File: src/design/pwm_timer_pkg.sv
package pwm_timer_pkg;

  // register byte offsets on the apb bus
  localparam logic [7:0] OFF_CTRL0 = 8'h00;
  localparam logic [7:0] OFF_CTRL1 = 8'h04;
  localparam logic [7:0] OFF_CMP0 = 8'h08;
  localparam logic [7:0] OFF_CMP1 = 8'h0c;
  localparam logic [7:0] OFF_CMP2 = 8'h10;
  localparam logic [7:0] OFF_CMP3 = 8'h14;
  localparam logic [7:0] OFF_COUNT = 8'h18;
  localparam logic [7:0] OFF_STATUS = 8'h1c;

  // field positions
  localparam int EN_BIT = 0;
  localparam int SOFT_BIT = 0;
  localparam int MODE_LSB = 1;
  localparam int EDGE_LSB = 4;
  localparam int ST_RUN_LSB = 0;
  localparam int ST_ARMED_BIT = 2;
  localparam int ST_OUT_LSB = 4;

  // mode_select_field encodings served here
  localparam logic [2:0] MODE_TRIG_PWM = 3'h2;
  localparam logic [2:0] MODE_ONE_SHOT = 3'h3;

  // counter values and reset values
  localparam logic [15:0] CNT_IDLE = 16'hffff;
  localparam logic [15:0] CNT_ZERO = 16'h0000;
  localparam logic [15:0] CNT_STEP = 16'h0001;
  localparam logic [15:0] CMP_RST = 16'h0000;
  localparam logic [2:0] MODE_RST = 3'h0;
  localparam logic [1:0] EDGE_RST = 2'h1;
  localparam logic [31:0] RDATA_RST = 32'h0000_0000;

  typedef enum logic [1:0] {
    ST_IDLE = 2'b00,
    ST_WAIT = 2'b01,
    ST_RUN = 2'b10
  } run_e;

  // edge_sel: bit0 rising, bit1 falling
  typedef struct packed {
    logic [1:0] edge_sel;
    logic [2:0] mode;
    logic en;
  } ctrl_s;

  typedef struct packed {
    logic [31:0] rdata;
    logic ready;
    logic slverr;
  } apb_resp_s;

  typedef struct packed {
    apb_resp_s resp;
    ctrl_s ctrl;
    logic [2:0] sync;
    logic soft_pend;
    logic soft_src;
    logic armed;
    run_e run;
    logic [15:0] cnt;
    logic [3:0][15:0] cmp;
    logic [3:0][15:0] sh;
    logic [3:0] out;
    logic [3:0] irq;
  } timer_s;

endpackage

File: src/design/triggered_pwm_oneshot_timer.sv
`timescale 1ns/1ps
// Overview of operation
// - pwm shadow transfer armed only by cmp1 write
// - armed copy happens when counter clears
// - compare zero keeps pwm channel inactive
// - zero compare still interrupts every period not begun by a pwm trigger
// - compare period plus one gives full duty
// - trigger after channel match reasserts output
// - trigger before channel match suppresses irq
// - trigger after period match restarts count
// - trigger before period match suppresses irq
// - channel irq coincides with counter match
// - one-shot mode waits for trigger
// - one-shot trigger clears counter, starts pulse
// - pulse end reloads ffff and stops
// - triggers ignored while pulse runs
// - delay compare, width period minus compare plus one
// - period irq after match, channel irq on match
// - external edge or soft bit triggers
// - channel0 shows one-shot running under soft trigger
// - pwm trigger clears and restarts counter
// - pwm period plus one, width compare
module triggered_pwm_oneshot_timer
  import pwm_timer_pkg::*;
(
  // clock and reset
  input wire logic pclk,
  input wire logic presetn,
  // apb slave
  input wire logic psel,
  input wire logic penable,
  input wire logic pwrite,
  input wire logic [7:0] paddr,
  input wire logic [31:0] pwdata,
  output logic [31:0] prdata,
  output logic pready,
  output logic pslverr,
  // pins
  input wire logic ext_trigger,
  output logic [3:0] channel_output,
  output logic period_match_irq,
  output logic [3:1] channel_match_irq
);

  timer_s st_q;
  timer_s st_d;

  logic setup;
  logic wr;
  logic wr_cmp1;
  logic mapped;
  logic [31:0] rd_val;
  logic pwm_m;
  logic one_m;
  logic active;
  logic ext_edge;
  logic trig;
  logic restart;
  logic wrap;
  logic os_start;
  logic os_end;
  logic load;
  logic [15:0] cnt_nx;
  run_e st_nx;
  logic [3:0][15:0] sh_nx;
  logic [3:1] hit;
  logic [3:1] out_nx;
  logic [3:1] irq_nx;

  // apb: zero wait states, answer registered during setup
  assign setup = psel & ~penable;
  assign wr = psel & penable & pwrite & st_q.resp.ready;
  assign wr_cmp1 = wr & (paddr == OFF_CMP1);

  always_comb begin
    mapped = 1'b1;
    rd_val = RDATA_RST;
    case (paddr)
      OFF_CTRL0: rd_val[EN_BIT] = st_q.ctrl.en;
      OFF_CTRL1: begin
        rd_val[MODE_LSB +: 3] = st_q.ctrl.mode;
        rd_val[EDGE_LSB +: 2] = st_q.ctrl.edge_sel;
      end
      OFF_CMP0: rd_val[15:0] = st_q.cmp[0];
      OFF_CMP1: rd_val[15:0] = st_q.cmp[1];
      OFF_CMP2: rd_val[15:0] = st_q.cmp[2];
      OFF_CMP3: rd_val[15:0] = st_q.cmp[3];
      OFF_COUNT: rd_val[15:0] = st_q.cnt;
      OFF_STATUS: begin
        rd_val[ST_RUN_LSB +: 2] = st_q.run;
        rd_val[ST_ARMED_BIT] = st_q.armed;
        rd_val[ST_OUT_LSB +: 4] = st_q.out;
      end
      default: mapped = 1'b0;
    endcase
  end

  // mode and trigger decode
  assign pwm_m = st_q.ctrl.en && (st_q.ctrl.mode == MODE_TRIG_PWM);
  assign one_m = st_q.ctrl.en && (st_q.ctrl.mode == MODE_ONE_SHOT);
  assign active = pwm_m | one_m;
  // sync[1] is the second stage, sync[2] the previous sample of it
  assign ext_edge = (st_q.ctrl.edge_sel[0] & st_q.sync[1] & ~st_q.sync[2]) |
                    (st_q.ctrl.edge_sel[1] & ~st_q.sync[1] & st_q.sync[2]);
  assign trig = ext_edge | st_q.soft_pend;

  // a trigger in wait or run restarts the pwm count
  assign restart = pwm_m && (st_q.run != ST_IDLE) && trig;
  // period match loses to a trigger in the same cycle
  assign wrap = pwm_m && (st_q.run == ST_RUN) && (st_q.cnt == st_q.sh[0]) && !trig;
  assign os_start = one_m && (st_q.run == ST_WAIT) && trig;
  assign os_end = one_m && (st_q.run == ST_RUN) && (st_q.cnt == st_q.sh[0]);
  assign load = (restart | wrap) && st_q.armed;

  // outside pwm the compare values act at once
  assign sh_nx = (!pwm_m || load) ? st_q.cmp : st_q.sh;

  assign cnt_nx = !active ? CNT_IDLE :
                  (restart | wrap | os_start) ? CNT_ZERO :
                  os_end ? CNT_IDLE :
                  (st_q.run == ST_RUN) ? 16'(st_q.cnt + CNT_STEP) : st_q.cnt;

  assign st_nx = !active ? ST_IDLE :
                 (restart | os_start) ? ST_RUN :
                 os_end ? ST_WAIT :
                 (st_q.run == ST_IDLE) ? ST_WAIT : st_q.run;

  // per channel compare, output and interrupt
  for (genvar k = 1; k <= 3; k++) begin : g_chan
    assign hit[k] = (st_nx == ST_RUN) && (cnt_nx == sh_nx[k]);
    // a pwm trigger hides the channel match it lands on
    assign irq_nx[k] = hit[k] && !(pwm_m && trig);
    // pwm: match ends the active part, clear starts it; zero wins
    // one-shot: match starts the pulse, period match ends it
    assign out_nx[k] = !active ? 1'b0 :
                       pwm_m ? (hit[k] ? 1'b0 : ((restart | wrap) ? 1'b1 : st_q.out[k])) :
                       (hit[k] ? 1'b1 : (os_end ? 1'b0 : st_q.out[k]));
  end

  always_comb begin
    st_d = st_q;
    // apb answer
    st_d.resp.ready = setup;
    st_d.resp.slverr = setup & ~mapped;
    st_d.resp.rdata = setup ? rd_val : st_q.resp.rdata;
    st_d.soft_pend = 1'b0;
    if (wr) begin
      case (paddr)
        OFF_CTRL0: st_d.ctrl.en = pwdata[EN_BIT];
        OFF_CTRL1: begin
          st_d.ctrl.mode = pwdata[MODE_LSB +: 3];
          st_d.ctrl.edge_sel = pwdata[EDGE_LSB +: 2];
          st_d.soft_pend = pwdata[SOFT_BIT];
        end
        OFF_CMP0: st_d.cmp[0] = pwdata[15:0];
        OFF_CMP1: st_d.cmp[1] = pwdata[15:0];
        OFF_CMP2: st_d.cmp[2] = pwdata[15:0];
        OFF_CMP3: st_d.cmp[3] = pwdata[15:0];
        default: st_d.cmp = st_q.cmp;
      endcase
    end
    // trigger pin synchroniser and edge history
    st_d.sync = {st_q.sync[1], st_q.sync[0], ext_trigger};
    // a write in the clearing cycle re-arms, so set wins over clear
    st_d.armed = (st_q.armed & ~load) | wr_cmp1;
    st_d.run = st_nx;
    st_d.cnt = cnt_nx;
    st_d.sh = sh_nx;
    st_d.soft_src = os_start ? st_q.soft_pend : st_q.soft_src;
    st_d.irq = {irq_nx, wrap | os_end};
    st_d.out[3:1] = out_nx;
    if (!active) begin
      st_d.out[0] = 1'b0;
    end else if (pwm_m) begin
      st_d.out[0] = (restart | wrap) ? ~st_q.out[0] : st_q.out[0];
    end else begin
      st_d.out[0] = (st_nx == ST_RUN) && (os_start ? st_q.soft_pend : st_q.soft_src);
    end
  end

  always_ff @(posedge pclk or negedge presetn) begin
    if (!presetn) begin
      st_q.resp <= '{rdata: RDATA_RST, ready: 1'b0, slverr: 1'b0};
      st_q.ctrl <= '{edge_sel: EDGE_RST, mode: MODE_RST, en: 1'b0};
      st_q.sync <= 3'h0;
      st_q.soft_pend <= 1'b0;
      st_q.soft_src <= 1'b0;
      st_q.armed <= 1'b0;
      st_q.run <= ST_IDLE;
      st_q.cnt <= CNT_IDLE;
      st_q.cmp <= {4{CMP_RST}};
      st_q.sh <= {4{CMP_RST}};
      st_q.out <= 4'h0;
      st_q.irq <= 4'h0;
    end else begin
      st_q <= st_d;
    end
  end

  assign prdata = st_q.resp.rdata;
  assign pready = st_q.resp.ready;
  assign pslverr = st_q.resp.slverr;
  assign channel_output = st_q.out;
  assign period_match_irq = st_q.irq[0];
  assign channel_match_irq = st_q.irq[3:1];

  logic pwm_run;
  logic one_run;
  assign pwm_run = pwm_m && (st_q.run == ST_RUN);
  assign one_run = one_m && (st_q.run == ST_RUN);
endmodule // triggered_pwm_oneshot_timer

File: config.mk
export PLATFORM = sky130hd
export DESIGN_NAME = triggered_pwm_oneshot_timer
export DESIGN_NICKNAME = d
export VERILOG_FILES = /design/src/design/pwm_timer_pkg.sv /design/src/design/triggered_pwm_oneshot_timer.sv
export SDC_FILE = /design/constraint.sdc
export NUM_CORES = 1
export LEC_CHECK = 0
export BUFFER_PORTS_ARGS = -buffer_cell sky130_fd_sc_hd__clkbuf_2
export CAP_MARGIN = 20
export CORE_MARGIN = 2
export CORE_UTILIZATION = 45
export DETAILED_ROUTE_END_ITERATION = 8
export GPL_ROUTABILITY_DRIVEN = 0
export PLACE_DENSITY = 0.73
export SLEW_MARGIN = 30
export SYNTH_ARGS = -nofsm -noshare
export SYNTH_HDL_FRONTEND = slang
export SYNTH_SLANG_ARGS = --single-unit
File: constraint.sdc
create_clock -name pclk -period 3.8 [get_ports pclk]
set_clock_uncertainty 0.15 [all_clocks]
set_input_delay 0.57 -clock pclk [delete_from_list [all_inputs] [get_ports pclk]]
set_output_delay 0.57 -clock pclk [all_outputs]
set_load 0.02 [all_outputs]
==> results of run 1 <==
==> logic make-up after synthesis <==
logic type / Yosys count / share of synthesized area [%]
muxes: 135 / 16.1
DFF: 184 / 49.2
adders and majority gates: 1 / 0.133
and+or+nand+nor: 167 / 9.86
buffers and inverters: 127 / 7.40
AOI/OAI and AO/OA: 130 / 10.9
other: 1 / 0.0399
xor gates and xnor gates: 69 / 6.43
==> cell usage in the layout (no fill, tap or decap), types with 6 or more instances in the layout <==
cell | netlist | layout
dfrtp_1 | 167 | 167
mux2_2 | 99 | 99
buf_4 | 40 | 77
inv_1 | 56 | 56
clkbuf_2 | 0 | 54
nor2_1 | 42 | 42
xor2_1 | 37 | 37
xnor2_1 | 32 | 32
nand2_1 | 29 | 28
mux2i_1 | 33 | 27
a22oi_1 | 26 | 26
clkbuf_16 | 0 | 17
dfstp_2 | 17 | 17
conb_1 | 1 | 16
nor3_1 | 16 | 15
nand3_1 | 14 | 14
a21oi_1 | 14 | 14
o21ai_0 | 13 | 12
nand4_1 | 12 | 12
a222oi_1 | 12 | 12
a31oi_1 | 10 | 10
nor4_1 | 9 | 8
a211oi_1 | 7 | 7
nand3b_1 | 6 | 6
and3_1 | 6 | 6
o21ai_1 | 5 | 6
buf_12 | 0 | 6
==> worst paths after layout <==
path / start / end / slack, ps / cells after the start
max reg2reg: st_q[141] / channel_output[3] / 110 / 13
min: presetn / pready / 70 / 1
max in group asynchronous: presetn / st_q[151] / 2510 / 2
min in group pclk: ext_trigger / st_d[158] / 100 / 1
max: st_q[141] / channel_output[3] / 110 / 13
min reg2reg: st_d[158] / st_d[159] / 230 / 0
==> power groups by stage <==
stage	sequential (mW)	combinational (mW)	clock, mW
after floorplan	2.03	0.0988	0
after global placement	2.03	0.159	0
after detailed placement	2.03	0.161	0
after CTS	2.00	0.162	1.75
after global routing	2.00	0.178	1.83
final	2.00	0.159	1.73
==> flip-flops by register name, indices dropped and copies added (netlist names) <==
register           flops
prdata                16
pready                 1
st_d                   2
st_q                 156
period_match_irq       1
channel_output         4
pslverr                1
channel_match_irq      3
==> layer usage <==
layer	share of wire, %	wire length [µm]	track usage, %
met5	0	0	0
met4	2.6	630	8.71
met2	48	11800	36.8
met3	5.8	1420	3.96
met1	44	10800	31.9
==> final cells by class <==
class	count	area, µm²
Clock buffer	22	444
Clock inverter	10	123
Fill cell	1749	9420
Sequential cell	184	4630
Multi-Input combinational cell	518	4220
Timing Repair Buffer	138	982
Inverter	57	214
Tap cell	270	338
==> metrics by stage <==
step | power [mW] | TNS [ps]
after floorplan | 2.13 | 0
after global placement | 2.19 | 0
after detailed placement | 2.19 | 0
after CTS | 3.91 | 0
after global routing | 4.01 | -4.79
final | 3.88 | 0
==> repair_timing <==
action,4_1_cts,5_1_grt
resized for setup,0,12
pin swaps,0,6
setup buffers,3,2
hold buffers,0,0
endpoints found under the setup margin,2,4
==> impl_metrics.ini, run 1 <==
[route]
routedWlPerCell_um = 20.5
wirelength_um = 24600
drt_iter0_markers = 588
dr.pass1.iters = 5
ant_nets = 0
num_vias = 6841
drcViolationCount = 0
vias_per_cell = 5.71

[synth]
avgSynthCellArea_um2 = 11.6
yosys.area.top_type = dfrtp_1
seq_area_frac_synth_pct = 49.2
synth-edff-count = 0
asyncSetResetFlopFracSynth_pct = 100
ys_ff_latch = 184
yosys-top-cells-area = dfrtp_1, mux2_2, dfstp_2, mux2i_1, xor2_1
syn_area_um2 = 9410
ys_dominant_reg_cell = dfrtp_1
ys_top_cells_by_count = dfrtp_1, mux2_2, inv_1
yosysUniqueCellTypes = 67
netlist.area_leader.share_pct = 44.4
synth.most_common_cell = dfrtp_1
syn_inst = 814
ys.warnings.count = 0

[critical_path]
cp_top_family = simple AND/OR/NAND/NOR gates
worstSetupPathType = register to register
path_buf_inv = 3
critPathRequiredTime_ps = 4010
path_max_fanout = 16
crit_chain = xor2_1 -> buf_4 -> nor4_4 -> and4_4 -> a21oi_4 -> buf_12 -> buf_4 -> mux2i_1 -> xnor2_1 -> nor3_1 -> nand4_1 -> or3_1 -> nand4_1
cpMaxStageDelayCell = dfstp_2
start_kind = register
critical_path.max_stage_delay_ps = 540
setup.worst_path.end_class = register
worstPathArrival_ps = 3900

[clocking]
cts.path.max_buffers = 2
clock_sinks = 184
cts_buffers = 17
tritoncts = done
htreeDepth = 4
root_buffer = clkbuf_16
clk_pin_slew_ps = 70
clk_latency_ps = 440

[finish]
areaGrowthSynthToFinish_pct = 16.3
post-route-util_pct = 53.7
stdcell_count = 1199
drive_above_1_share_pct = 33.7
antenna_cells = 0
nNetsFinal = 963
postLayoutCellArea_um2 = 10900

[sta]
fin_crit_ps = 3690
fmax_mhz = 271
drv_slew = 0
setup_viol = 0
fin_ws_ps = 113
hold_viol = 0
tightest_slew_ps = 902
relSlewSlack_pct = 39.7
post-route-period-util_pct = 97.0
holdWs_ps = 68.3

[power]
p_leak_nw = 5.24
pwr_density_cell_nw_per_um2 = 355
p_switching_uw = 886
ir_drop_mv = 0.321
internal-power_mw = 3.00
clkPwrFrac_pct = 44.5
seqPwrFrac_pct = 51.4
p_sw_share_pct = 22.8
p_comb_share_pct = 4.1

[grt]
grt_pass1_vias = 6782
grt_antenna_before_repair = 0
overflow = 0
grt_pass1_wl_um = 38400
grt_max_degree = 101
grt_usage_pct = 23.1

[flow_run]
maxCapViolations = 0

[placed_design]
dp_cells = 1162
detailedPlace.worstSlack_ps = 16.8
port_buffers = 55
hpwlAfterDp_um = 17700
place_area_um2 = 10200

[run_status]
outcome = finished clean

[worst_hold_path]
hold_class = input pin to async pin

[floorplan]
io_pins = 88
die_y_um = 149
core.rowCount = 52
dieArea_um2 = 22100
core_um2 = 20400
initial_utilization_pct = 46.2
die_width_um = 149
Note: power is estimated with default switching activity, not from simulation.
==> run 2: changes to the inputs <==
--- a/config.mk
+++ b/config.mk
@@ -5,13 +5,13 @@
 export SDC_FILE = /design/constraint.sdc
 export NUM_CORES = 1
 export LEC_CHECK = 0
-export BUFFER_PORTS_ARGS = -buffer_cell sky130_fd_sc_hd__clkbuf_2
 export CAP_MARGIN = 20
 export CORE_MARGIN = 2
 export CORE_UTILIZATION = 45
 export DETAILED_ROUTE_END_ITERATION = 8
+export DONT_BUFFER_PORTS = 1
 export GPL_ROUTABILITY_DRIVEN = 0
-export PLACE_DENSITY = 0.73
+export PLACE_DENSITY = 0.7
 export SLEW_MARGIN = 30
 export SYNTH_ARGS = -nofsm -noshare
 export SYNTH_HDL_FRONTEND = slang
==> run 2 against run 1 <==
Net effect: the run now ends with negative hold slack left; first-iteration DRC count is 8.3% higher; register-to-register slack improved by 40 ps; sequential share of layout area rose by 1.0 points; power up 0.12%; worst hold slack got worse by 380 ps; non-clock buffer count down 46; largest power group unchanged; highest routed layer unchanged.
==> impl_metrics.ini, run 2 (same netlist as run 1, synthesis figures left out) <==
[critical_path]
worst-r2r-cell-count = 12
worstPathArrival_ps = 3880
regToRegSetupSlack_ps = 150
rr_startpoint = st_q[137]
start_kind = register
setup.worst_path.end_class = register
worstSetupPathType = register to register
critPathRequiredTime_ps = 4030
path_max_fanout = 10
r2r_end = channel_output[1]

[grt]
grt_antenna_before_repair = 0
grt_pass1_wl_um = 38400
grt_usage_pct = 23.4
grt_pass1_vias = 6721
grt_max_degree = 185
overflow = 0

[route]
routedWlPerCell_um = 21.6
drt_iter0_markers = 637
ant_nets = 0
wirelength_um = 24900
drcViolationCount = 0
dr.pass1.iters = 7
num_vias = 6603
vias_per_cell = 5.73

[run_status]
violations = negative hold slack
outcome = finished with violations

[clocking]
htreeDepth = 4
hold_buffers = 1
clk_latency_ps = 440
tritoncts = done
clock_sinks = 184
root_buffer = clkbuf_16
cts.path.max_buffers = 2
cts_buffers = 17
clk_pin_slew_ps = 70

[finish]
final_cell_mix = dfrtp_1, mux2_2, buf_4
postLayoutCellArea_um2 = 10700
post-route-util_pct = 52.5
mostFrequentLayoutCell = dfrtp_1
drive_above_1_share_pct = 30.2
largest_reg_flops = 156
stdcell_count = 1153
regMostFlops = st_q
antenna_cells = 0
nNetsFinal = 917
areaGrowthSynthToFinish_pct = 13.6

[placed_design]
place_area_um2 = 9960
hpwlAfterDp_um = 17200
port_buffers = 0
dp_cells = 1110

[floorplan]
initial_utilization_pct = 46.2
core.rowCount = 52
io_pins = 88
dieArea_um2 = 22100
die_width_um = 149
die_y_um = 149
core_um2 = 20400

[power]
finalPower_mw = 3.89
p_leak_nw = 5.02
ir_drop_mv = 0.324
pwr_density_cell_nw_per_um2 = 364

[sta]
post-route-period-util_pct = 96.0
rsz0062_at_grt = false
drv_slew = 0
fmax_mhz = 274
hold_viol = 182
setup_viol = 0
holdWs_ps = -316
tightest_slew_ps = 1040
relSlewSlack_pct = 30.6
fin_crit_ps = 3650

[flow_run]
maxCapViolations = 0

[worst_hold_path]
hold_class = input pin to async pin
-- run 2: how the worst max path moves through the flow --
stage | start | slack [ps] | endpoint
2_1_floorplan | st_q[139] | 640 | channel_output[1]
3_3_place_gp | st_d[159] | -150 | channel_output[3]
3_5_place_dp | st_d[159] | -200 | channel_output[2]
4_1_cts | st_q[141] | 100 | channel_output[2]
5_1_grt | st_q[136] | 30 | channel_output[1]
6_report | st_q[137] | 150 | channel_output[1]
-- run 2: what timing repair did --
item / CTS / global route
resized for setup: 0 / 4
pin swaps: 0 / 1
hold endpoints to repair: 185 / 184
endpoints found under the setup margin: 6 / 4
buffers inserted: 3 / 7
-- run 2: power breakdown --
part | switching, mW | internal (mW) | leakage [nW]
clock network | 0.782 | 1.03 | 0.294
logic | 0.0398 | 0.0196 | 2.25
registers | 0.0359 | 1.98 | 2.48
-- run 2: per-layer routing --
metal  track usage, %  vias up  share of wire (%)
met5                0        -                  0
met4             10.0        0                3.2
met3             6.47       51                8.2
met2             37.4      242                 47
met1             29.9     3330                 41
li1                 -     2980                  -
-- run 2: critical path, cell delays in order, from the launching register on --
cell and delay, ps:
dfstp_2 550, xor2_1 80, nor4_2 430, buf_4 180, nand4_2 80, buf_4 220
o41ai_4 530, a21oi_2 110, xnor2_1 170, nor4_1 280, nand4_1 290, or3_1 430
nand4_1 80
-- run 2: area by class of cell --
class	count	area (µm²)
clock buffers	20	467
clock inverters	12	138
fillers	1760	9680
inverters	57	214
multi-input cells	518	4170
flip-flops and latches	184	4630
well taps	270	338
repair buffers	92	731
-- run 2: per-stage QoR --
step | TNS (ps) | hold slack, ps | setup WS [ps]
3_3_place_gp | -469 | 134 | -147
5_1_grt | 0 | -325 | 26.7
4_1_cts | 0 | -331 | 103
6_report | 0 | -316 | 152
3_5_place_dp | -764 | 134 | -196
2_1_floorplan | 0 | 124 | 645
